**src/rtl/irq_psb_defines.svh**
```systemverilog
// Offsets, field positions, reset values and write masks of the priority/sense/break block
`ifndef IRQ_PSB_DEFINES_SVH
`define IRQ_PSB_DEFINES_SVH

// Byte offsets on the register bus
`define OFS_PRI_A          8'h00
`define OFS_PRI_B          8'h04
`define OFS_PRI_C          8'h08
`define OFS_PRI_D          8'h0c
`define OFS_BRK_CTRL       8'h10
`define OFS_BRK_HIGH       8'h14
`define OFS_BRK_MID        8'h18
`define OFS_BRK_LOW        8'h1c
`define OFS_SENSE_HIGH     8'h20
`define OFS_SENSE_LOW      8'h24
`define OFS_PORT_SEL       8'h28
`define OFS_EXT_STATUS     8'h2c
`define OFS_EXT_ENABLE     8'h30

// Reset values
`define RST_BYTE           8'h00

// Field positions
`define POS_BRK_ENABLE     0
`define POS_MATCH_FLAG     7
`define POS_D_LINES_8_11   7
`define POS_D_LINES_12_15  6
`define BRK_CTRL_RW_MASK   8'h7f
`define BRK_LOW_RW_MASK    8'hfe

`endif

```
**src/rtl/irq_psb_pkg.sv**
```systemverilog
// Types shared by the priority/sense/break block
`default_nettype none
package irq_psb_pkg;

    // Two-bit sense field encodings
    typedef enum logic [1:0] {
        SENSE_LOW_LEVEL = 2'b00,
        SENSE_FALL      = 2'b01,
        SENSE_RISE      = 2'b10,
        SENSE_BOTH      = 2'b11
    } sense_mode_e;

    // Request presented to the CPU
    typedef struct packed {
        logic       valid;
        logic       level;
        logic [4:0] group;
    } irq_sel_s;

endpackage : irq_psb_pkg
`default_nettype wire

```
**src/rtl/irq_priority_sense_break.sv**
```systemverilog
// Priority levels, address break and upper-line sense control with Avalon-MM registers
`default_nettype none
`include "irq_psb_defines.svh"

module irq_priority_sense_break
    import irq_psb_pkg::*;
#(
    parameter int unsigned ADDR_W = 8
) (
    input  wire logic              mclk_in,
    input  wire logic              rst_in,
    // Avalon-MM slave
    input  wire logic [ADDR_W-1:0] avs_address_in,
    input  wire logic              avs_read_in,
    input  wire logic              avs_write_in,
    input  wire logic [3:0]        avs_byteenable_in,
    input  wire logic [31:0]       avs_writedata_in,
    output logic      [31:0]       avs_readdata_out,
    output logic                   avs_waitrequest_out,
    // Prefetch watch and break exception
    input  wire logic [23:0]       prefetch_addr_in,
    input  wire logic              prefetch_valid_in,
    input  wire logic              break_ack_in,
    output logic                   break_irq_out,
    // External lines 15..8, bit 0 is line 8
    input  wire logic [7:0]        ext_irq_primary_pin_in,
    input  wire logic [7:0]        ext_irq_alternate_pin_in,
    input  wire logic [7:0]        ext_irq_ack_in,
    output logic      [7:0]        ext_irq_status_flag_out,
    // Peripheral requests, index = register*8 + priority bit
    input  wire logic [31:0]       group_req_in,
    output irq_sel_s               irq_sel_out
);

    // Register map: one byte per 32-bit word, data in bits 7:0
    //   00 priority_level_a
    //   04 priority_level_b
    //   08 priority_level_c
    //   0c priority_level_d
    //   10 break_control: bit 7 match flag, bit 0 enable
    //   14 break_addr_high: fetch address 23:16
    //   18 break_addr_mid: fetch address 15:8
    //   1c break_addr_low: fetch address 7:1, bit 0 reads 0
    //   20 sense_ctrl_upper_high: modes of lines 15..12
    //   24 sense_ctrl_upper_low: modes of lines 11..8
    //   28 upper_port_select: 1 takes the alternate pin
    //   2c status flags of lines 15..8
    //   30 enables of lines 15..8
    // Other offsets read zero and drop writes
    // Reserved bits are stored as written

    // Limits of this slice
    //   Lines 7..0 and their registers live elsewhere
    //   Key and wake-up groups arrive ready-made on group_req_in
    //   The nonmaskable input has no level bit here
    //   Break_irq_out bypasses the group selection
    //   Sources clear their own group requests

    // Detect function shared by all eight lines
    function automatic logic sense_hit(input logic [1:0] mode,
                                       input logic       cur,
                                       input logic       prev);
        logic hit;
        hit = 1'b0;
        unique case (sense_mode_e'(mode))
            SENSE_LOW_LEVEL: hit = ~cur;
            SENSE_FALL:      hit = prev & ~cur;
            SENSE_RISE:      hit = ~prev & cur;
            SENSE_BOTH:      hit = prev ^ cur;
        endcase
        return hit;
    endfunction : sense_hit

    // Group index = register * 8 + bit, A = 0 to D = 3
    //   0  watchdog_one
    //   1  watchdog_zero
    //   2  low_voltage_detector
    //   3  ext lines 6, 7
    //   4  ext lines 4, 5
    //   5  ext lines 2, 3
    //   6  ext line 1
    //   7  ext line 0
    //   8  keyboard_mouse_interface
    //   9  timer_x_unit and its Y twin
    //   10 timer_one
    //   11 timer_zero
    //   12 reserved
    //   13 sync_serial_unit
    //   14 cycle_measure_timer, all three
    //   15 converter
    //   16 reserved
    //   17 LPC host interface
    //   18 flash_serial_interface
    //   19 i2c channels one and two
    //   20 i2c_channel_zero
    //   21 reserved
    //   22 serial_channel_one
    //   23 fifo_serial_port
    //   24 reserved
    //   25 pulse_timer_unit 2
    //   26 pulse_timer_unit 1
    //   27 pulse_timer_unit 0
    //   28 wake_up_input, all sixteen
    //   29 key_input, all sixteen
    //   30 ext lines 12..15, also from flags
    //   31 ext lines 8..11, also from flags

    // Level 1 first, then lowest index within a level
    function automatic irq_sel_s pick(input logic [31:0] req, input logic [31:0] lvl);
        irq_sel_s s;
        logic     found_hi;
        logic     found_lo;
        logic [4:0] hi_idx;
        logic [4:0] lo_idx;
        found_hi = 1'b0;
        found_lo = 1'b0;
        hi_idx   = 5'h00;
        lo_idx   = 5'h00;
        for (int i = 31; i >= 0; i--) begin
            if (req[i] && lvl[i]) begin
                found_hi = 1'b1;
                hi_idx   = 5'(i);
            end
            if (req[i] && !lvl[i]) begin
                found_lo = 1'b1;
                lo_idx   = 5'(i);
            end
        end
        s.valid = found_hi | found_lo;
        s.level = found_hi;
        s.group = found_hi ? hi_idx : lo_idx;
        return s;
    endfunction : pick

    // Registers
    logic [31:0] pri_q;
    logic [7:0]  brk_ctrl_q;
    logic [7:0]  brk_high_q;
    logic [7:0]  brk_mid_q;
    logic [7:0]  brk_low_q;
    logic [7:0]  sense_high_q;
    logic [7:0]  sense_low_q;
    logic [7:0]  port_sel_q;
    logic [7:0]  enable_q;
    logic [7:0]  flag_q;
    logic [7:0]  flag_d;
    logic [7:0]  seen_q;
    logic [7:0]  seen_d;
    logic        match_q;
    logic        match_d;
    logic [7:0]  pin_q;
    logic [7:0]  pin_prev_q;
    logic        ack_q;
    logic [31:0] rdata_q;
    irq_sel_s    sel_q;

    // Bus handshake: one wait cycle, then answer
    //   Cycle 0: request seen, waitrequest high, read data captured
    //   Cycle 1: waitrequest low, a write lands at the closing edge
    //   The next request may start in the cycle after that
    //   Only byte lane 0 carries data; without it a write is dropped
    //   Upper data bits always read as zero
    //   Requests are assumed to hold steady until waitrequest drops
    wire        access   = avs_read_in | avs_write_in;
    wire        wr_go    = avs_write_in & ack_q & avs_byteenable_in[0];
    wire        rd_go    = avs_read_in & ack_q;
    wire [7:0]  wdata    = avs_writedata_in[7:0];
    wire [7:0]  ofs      = 8'(avs_address_in);

    // Write strobes per register
    wire wr_pri_a  = wr_go & (ofs == `OFS_PRI_A);
    wire wr_pri_b  = wr_go & (ofs == `OFS_PRI_B);
    wire wr_pri_c  = wr_go & (ofs == `OFS_PRI_C);
    wire wr_pri_d  = wr_go & (ofs == `OFS_PRI_D);
    wire wr_ctrl   = wr_go & (ofs == `OFS_BRK_CTRL);
    wire wr_high   = wr_go & (ofs == `OFS_BRK_HIGH);
    wire wr_mid    = wr_go & (ofs == `OFS_BRK_MID);
    wire wr_low    = wr_go & (ofs == `OFS_BRK_LOW);
    wire wr_sh     = wr_go & (ofs == `OFS_SENSE_HIGH);
    wire wr_sl     = wr_go & (ofs == `OFS_SENSE_LOW);
    wire wr_psel   = wr_go & (ofs == `OFS_PORT_SEL);
    wire wr_stat   = wr_go & (ofs == `OFS_EXT_STATUS);
    wire wr_en     = wr_go & (ofs == `OFS_EXT_ENABLE);
    wire rd_stat   = rd_go & (ofs == `OFS_EXT_STATUS);

    // Read mux; unmapped offsets read zero
    logic [7:0] rmux;
    always_comb begin
        unique case (ofs)
            `OFS_PRI_A:      rmux = pri_q[7:0];
            `OFS_PRI_B:      rmux = pri_q[15:8];
            `OFS_PRI_C:      rmux = pri_q[23:16];
            `OFS_PRI_D:      rmux = pri_q[31:24];
            `OFS_BRK_CTRL:   rmux = {match_q, brk_ctrl_q[6:0]};
            `OFS_BRK_HIGH:   rmux = brk_high_q;
            `OFS_BRK_MID:    rmux = brk_mid_q;
            `OFS_BRK_LOW:    rmux = {brk_low_q[7:1], 1'b0};
            `OFS_SENSE_HIGH: rmux = sense_high_q;
            `OFS_SENSE_LOW:  rmux = sense_low_q;
            `OFS_PORT_SEL:   rmux = port_sel_q;
            `OFS_EXT_STATUS: rmux = flag_q;
            `OFS_EXT_ENABLE: rmux = enable_q;
            default:         rmux = 8'h00;
        endcase
    end

    assign avs_waitrequest_out = access & ~ack_q;
    assign avs_readdata_out    = rdata_q;

    // Capturing in cycle 0 keeps the mux off the output path; a flag that
    // sets during cycle 1 shows up on the next read instead
    // Bus timing flops; read data captured in the wait cycle
    always_ff @(posedge mclk_in) begin
        if (rst_in) begin
            ack_q   <= 1'b0;
            rdata_q <= 32'h0000_0000;
        end else begin
            ack_q <= access & ~ack_q;
            if (access & ~ack_q) begin
                rdata_q <= {24'h00_0000, rmux};
            end
        end
    end

    // Priority registers; reserved bits are stored as written
    always_ff @(posedge mclk_in) begin
        if (rst_in) begin
            pri_q <= {4{`RST_BYTE}};
        end else begin
            if (wr_pri_a) begin
                pri_q[7:0]   <= wdata;
            end
            if (wr_pri_b) begin
                pri_q[15:8]  <= wdata;
            end
            if (wr_pri_c) begin
                pri_q[23:16] <= wdata;
            end
            if (wr_pri_d) begin
                pri_q[31:24] <= wdata;
            end
        end
    end

    // Break and sense configuration
    always_ff @(posedge mclk_in) begin
        if (rst_in) begin
            brk_ctrl_q   <= `RST_BYTE;
            brk_high_q   <= `RST_BYTE;
            brk_mid_q    <= `RST_BYTE;
            brk_low_q    <= `RST_BYTE;
            sense_high_q <= `RST_BYTE;
            sense_low_q  <= `RST_BYTE;
            port_sel_q   <= `RST_BYTE;
            enable_q     <= `RST_BYTE;
        end else begin
            if (wr_ctrl) begin
                brk_ctrl_q   <= wdata & `BRK_CTRL_RW_MASK;
            end
            if (wr_high) begin
                brk_high_q   <= wdata;
            end
            if (wr_mid) begin
                brk_mid_q    <= wdata;
            end
            if (wr_low) begin
                brk_low_q    <= wdata & `BRK_LOW_RW_MASK;
            end
            if (wr_sh) begin
                sense_high_q <= wdata;
            end
            if (wr_sl) begin
                sense_low_q  <= wdata;
            end
            if (wr_psel) begin
                port_sel_q   <= wdata;
            end
            if (wr_en) begin
                enable_q     <= wdata;
            end
        end
    end

    // A hit at edge N raises break_irq_out right after N.
    // Clearing the enable hides the request but keeps the flag,
    // so re-enabling shows it again without a new fetch.
    // Limitation: bit 0 is never compared, so an even break address
    // also matches the fetch of its odd neighbour.
    // Software cannot clear the flag itself; only break_ack_in does
    // Address break: bit 0 of the fetch address is never compared
    wire brk_enable = brk_ctrl_q[`POS_BRK_ENABLE];
    wire brk_hit    = prefetch_valid_in & brk_enable &
                      (prefetch_addr_in[23:1] ==
                       {brk_high_q, brk_mid_q, brk_low_q[7:1]});
    // Hit wins over a same-cycle acknowledge so no break is lost
    assign match_d       = brk_hit | (match_q & ~break_ack_in);
    assign break_irq_out = match_q & brk_enable;

    // Line g is line 8 + g and uses sense_all[2g+1:2g], B bit above A:
    //   00 flag while the sample is low
    //   01 flag on a falling sample pair
    //   10 flag on a rising sample pair
    //   11 flag on either change
    // Sense_ctrl_upper_low 7:6 is line 11, 1:0 line 8
    // Sense_ctrl_upper_high 7:6 is line 15, 1:0 line 12
    // A flag shows two edges after its pin moves: sample, then compare.
    // Pulses shorter than a clock may be missed; pins are taken as
    // already synchronous, so no extra flip-flops sit in front.
    // Samples reset high so an idle-high line sees no false edge
    // Level mode re-sets the flag each cycle the sample stays low
    // Per-line sense: pin select, edge compare and flag update
    wire [15:0] sense_all = {sense_high_q, sense_low_q};
    wire [7:0]  pin_sel   = (port_sel_q & ext_irq_alternate_pin_in) |
                            (~port_sel_q & ext_irq_primary_pin_in);
    logic [7:0] hit_v;
    logic [7:0] hw_clr_v;
    for (genvar g = 0; g < 8; g++) begin : g_line
        wire [1:0] mode = sense_all[2*g+1:2*g];
        assign hit_v[g]    = sense_hit(mode, pin_q[g], pin_prev_q[g]);
        // Level mode only lets the acknowledge clear once the pin is high
        assign hw_clr_v[g] = ext_irq_ack_in[g] &
                             ((mode != SENSE_LOW_LEVEL) | pin_q[g]);
    end
    // Status clear paths:
    //   Software writes 0 to a bit it has just read as 1
    //   Ext_irq_ack_in, in level mode only once the sample is high
    // A detect in the clearing cycle wins so no event is lost
    // Software clear needs a prior read of the flag at one
    wire [7:0] sw_clr_v = {8{wr_stat}} & ~wdata & seen_q;
    assign flag_d = hit_v | (flag_q & ~(sw_clr_v | hw_clr_v));
    assign seen_d = flag_d & (seen_q | ({8{rd_stat}} & flag_q));
    assign ext_irq_status_flag_out = flag_q;

    // Sense and break state flops
    always_ff @(posedge mclk_in) begin
        if (rst_in) begin
            pin_q      <= 8'hff;
            pin_prev_q <= 8'hff;
            flag_q     <= 8'h00;
            seen_q     <= 8'h00;
            match_q    <= 1'b0;
        end else begin
            pin_q      <= pin_sel;
            pin_prev_q <= pin_q;
            flag_q     <= flag_d;
            seen_q     <= seen_d;
            match_q    <= match_d;
        end
    end

    // Enabled external lines join their priority groups in register D
    wire [7:0]  ext_req = flag_q & enable_q;
    wire [31:0] all_req = group_req_in |
                          (32'(|ext_req[3:0]) << (24 + `POS_D_LINES_8_11)) |
                          (32'(|ext_req[7:4]) << (24 + `POS_D_LINES_12_15));
    wire irq_sel_s sel_d = pick(all_req, pri_q);

    // One register stage: irq_sel_out trails the requests by a cycle.
    // Level 1 beats level 0; the lowest index wins inside a level.
    // Trade-off: a fixed order keeps the pick small, but a busy low
    // index can hold off a higher one of the same level.
    // No acknowledge here; the chosen source drops its own request
    // Registered selection toward the CPU
    always_ff @(posedge mclk_in) begin
        if (rst_in) begin
            sel_q <= '0;
        end else begin
            sel_q <= sel_d;
        end
    end
    assign irq_sel_out = sel_q;

endmodule : irq_priority_sense_break
`default_nettype wire

```
**config.mk**
```make
export PLATFORM = sky130hd
export DESIGN_NAME = irq_priority_sense_break
export DESIGN_NICKNAME = d
export VERILOG_FILES = /design/src/rtl/irq_psb_pkg.sv /design/src/rtl/irq_priority_sense_break.sv
export VERILOG_INCLUDE_DIRS = /design/src /design/src/rtl
export SDC_FILE = /design/constraint.sdc
export NUM_CORES = 1
export LEC_CHECK = 0
export ABC_AREA = 1
export BUFFER_PORTS_ARGS = -buffer_cell sky130_fd_sc_hd__clkbuf_2
export CAP_MARGIN = 5
export CORE_MARGIN = 1
export CORE_UTILIZATION = 50
export CTS_BUF_LIST = sky130_fd_sc_hd__clkbuf_4 sky130_fd_sc_hd__clkbuf_8
export CTS_CLUSTER_DIAMETER = 50
export CTS_CLUSTER_SIZE = 12
export DETAILED_ROUTE_END_ITERATION = 10
export HOLD_SLACK_MARGIN = 0.1
export PLACE_DENSITY = 0.78
export SETUP_SLACK_MARGIN = 0.05
export SYNTH_ARGS = -nofsm -noshare
export SYNTH_HDL_FRONTEND = slang
export SYNTH_SLANG_ARGS = --single-unit
export TNS_END_PERCENT = 100
```
**constraint.sdc**
```tcl
create_clock -name mclk_in -period 2.5 [get_ports mclk_in]
set_input_delay 0.625 -clock mclk_in [delete_from_list [all_inputs] [get_ports mclk_in]]
set_output_delay 0.625 -clock mclk_in [all_outputs]
set_load 0.01 [all_outputs]
```
==> out/metrics.cfg <==
[status]
outcome=finished, final reports clean

[cts]
post_cts_buffers=0
cts_tree=built
root_buffer=clkbuf_8
cts_hold_buffers=0
cts_buffers=17
htreeDepth=4
clk_latency_ps=470
clockBufferDepth=2
numClockSinks=143
path_clk_slew_ps=90

[setup_path]
setup.worst_path.end_class=register
rrSetupSlack_ps=10
crit_buf_inv=0
max_stage_delay_ps=370
crit_family=simple AND/OR/NAND/NOR gates
arrival_ps=2830
critical_path.max_fanout=3
start_kind=register
cp.required_ps=2840
path_common_cell=nand2_1
crit_path_top_delay_cell=dfxtp_1
critPathKind=reg2reg

[synth]
synth_common_cells=nand2_1 (261), dfxtp_1 (143), a21oi_1 (128)
synth_most_common_cell=nand2_1
synth_warnings=0
yosys.area.top_type=dfxtp_1
ys_seq_area_share_pct=38.5
synth_ff_type=dfxtp_1
yosysTopAreaCellShare_pct=38.5
syn_avg_cell_area_um2=6.83
ys_types=42
synthesis.area_um2=7440
synthArstFlopShare_pct=0
synth-edff-count=0
syn_inst=1090
yosys-top-cells-area=dfxtp_1 (38%), nand2_1 (13%), a21oi_1 (8.6%), o21ai_0 (6.5%), inv_1 (5.9%)
ys_ff_latch=143

[placed_design]
hpwl_um=17600
dpl_cell_area_um2=8560
port_buffers=126
place_congestion=0.909

[route]
met1_length_um=9680
drc=0
postRouteAntennaNets=0
dr.pass1.iters=7
wirelength_um=23600
wl_met3_um=2350
route.met2.wl_um=11000
avgRoutedWirePerCell_um=16.1
viasPerCell=5.44
drtIter0Drc=722
highest_layer=met4
num_vias=7962

[timing]
hold_viol_final=0
fmax_ghz=0.402
relSlewSlack_pct=65.8
finClkSkew_ps=18.2
worst_pin_slew_ps=512
setup_viol=0
fin_crit_sh_pct=99.6
slew_viol_final=0
holdWs_ps=365
fin_crit_ps=2490
rsz0062_at_grt=yes

[floorplanning]
core_area_um2=14500
num_io_pins=179
start_util_pct=51.2
rows=44
die_x_um=124
die-area_um2=15400
die_h_um=124

[finish]
fin_nets=1413
syn_to_final_growth_pct=20.9
postLayoutCellArea_um2=9000
diodes=0
drive_gt1_share_pct=20.6
fin_util_pct=61.9

[pwr]
ir_worst_vdd_mv=0.411
power_density_nw_per_um2=514
p_leak_uw=0.00408
p_total_uw=4630

[global_routing]
grt_max_degree=102
antenna_found_initial=0
grt_pass1_vias=7249
track_usage_pct=31.5
grt_pass1_wl_um=36200
grt_overflow=0

[run]
max_cap_violations=0

[hold_path]
min_path_type=in2reg

-- sequential cells by signal, summed over array words and instances (netlist names) --
register / count
port_sel_q: 8
pin_q: 8
enable_q: 8
pin_prev_q: 8
avs_readdata_out: 8
ext_irq_status_flag_out: 8
sense_high_q: 8
brk_low_q: 7
brk_ctrl_q: 7
sense_low_q: 8
brk_mid_q: 8
ack_q: 1
pri_q: 32
match_q: 1
irq_sel_out: 7
seen_q: 8
brk_high_q: 8
-- final timing paths --
path,from,endpoint,cells after the start
hold / removal,ext_irq_primary_pin_in[3],pin_q[3],3
hold reg to reg,avs_readdata_out[7],avs_readdata_out[7],2
setup / recovery,ext_irq_status_flag_out[7],irq_sel_out[0],37
setup reg to reg,ext_irq_status_flag_out[7],irq_sel_out[0],37
-- area by class of cell --
type | count | area [µm²]
Timing Repair Buffer | 187 | 1100
Tap cell | 184 | 230
Clock buffer | 19 | 255
Clock inverter | 13 | 139
Sequential cell | 143 | 2870
Inverter | 146 | 548
Multi-Input combinational cell | 772 | 3850
Fill cell | 1366 | 5530
-- cell families (layout without fill, tap and decap cells) --
logic type / Yosys count / after routing / share of synthesized area, %
compound gates: 309 / 309 / 23.2
xor+xnor: 23 / 23 / 2.71
fa+ha+maj: 16 / 16 / 2.69
buf+inv: 198 / 365 / 11.4
flops: 143 / 143 / 38.5
other cells: 1 / 24 / 0.0504
simple gates: 400 / 400 / 21.5
-- repair_timing --
action | in CTS | in global routing
cloned | 0 | 0
endpoints found under the setup margin | 1 | 2
resized for setup | 5 | 11
pin swaps | 0 | 3
-- metal layers --
layer  global-route usage [%]  vias to the layer above
met5                        0                        -
met4                     11.1                        0
met3                     6.59                       51
met2                     52.2                      385
met1                     40.5                     3610
li1                         -                     3916
-- worst reg2reg max path: cells and delay by family (launching register included) --
kind,cells,cell delay [ps]
simple gates,36,1960
compound gates,1,50
flops,1,370
-- through the flow --
stage,setup slack [ps],cells,setup TNS [ps]
final,9.54,1464,0
after global routing,-272,1464,-272
after CTS,57.0,1464,0
after detailed placement,-365,1432,-518
after global placement,-360,1432,-407
after floorplan,101,1113,0
-- power breakdown --
part / total (µW) / internal [µW] / switching (µW)
Combinational: 443 / 163 / 280
Clock: 1870 / 924 / 943
Sequential: 2320 / 2300 / 15.9
Total: 4630 / 3390 / 1240
-- cell usage in the layout, fill, tap and decap left out, types with 3 or more instances in the layout --
master / n
a211oi_1: 9
a21oi_1: 128
a221oi_1: 9
a2bb2oi_1: 3
a31oi_1: 6
buf_4: 59
clkbuf_2: 126
clkbuf_8: 18
clkinv_1: 3
clkinv_2: 4
clkinv_4: 4
conb_1: 24
dfxtp_1: 139
dfxtp_2: 4
ha_1: 16
inv_1: 115
inv_2: 28
nand2_1: 257
nand2_2: 6
nand3_1: 28
nand4_1: 4
nor2_1: 75
nor3_1: 18
nor4_1: 4
o2111ai_1: 7
o21ai_0: 97
o21ai_1: 12
o21bai_1: 3
o22ai_1: 22
o41ai_1: 4
xnor2_1: 10
xor2_1: 13
(Power assumes the default switching activity.)
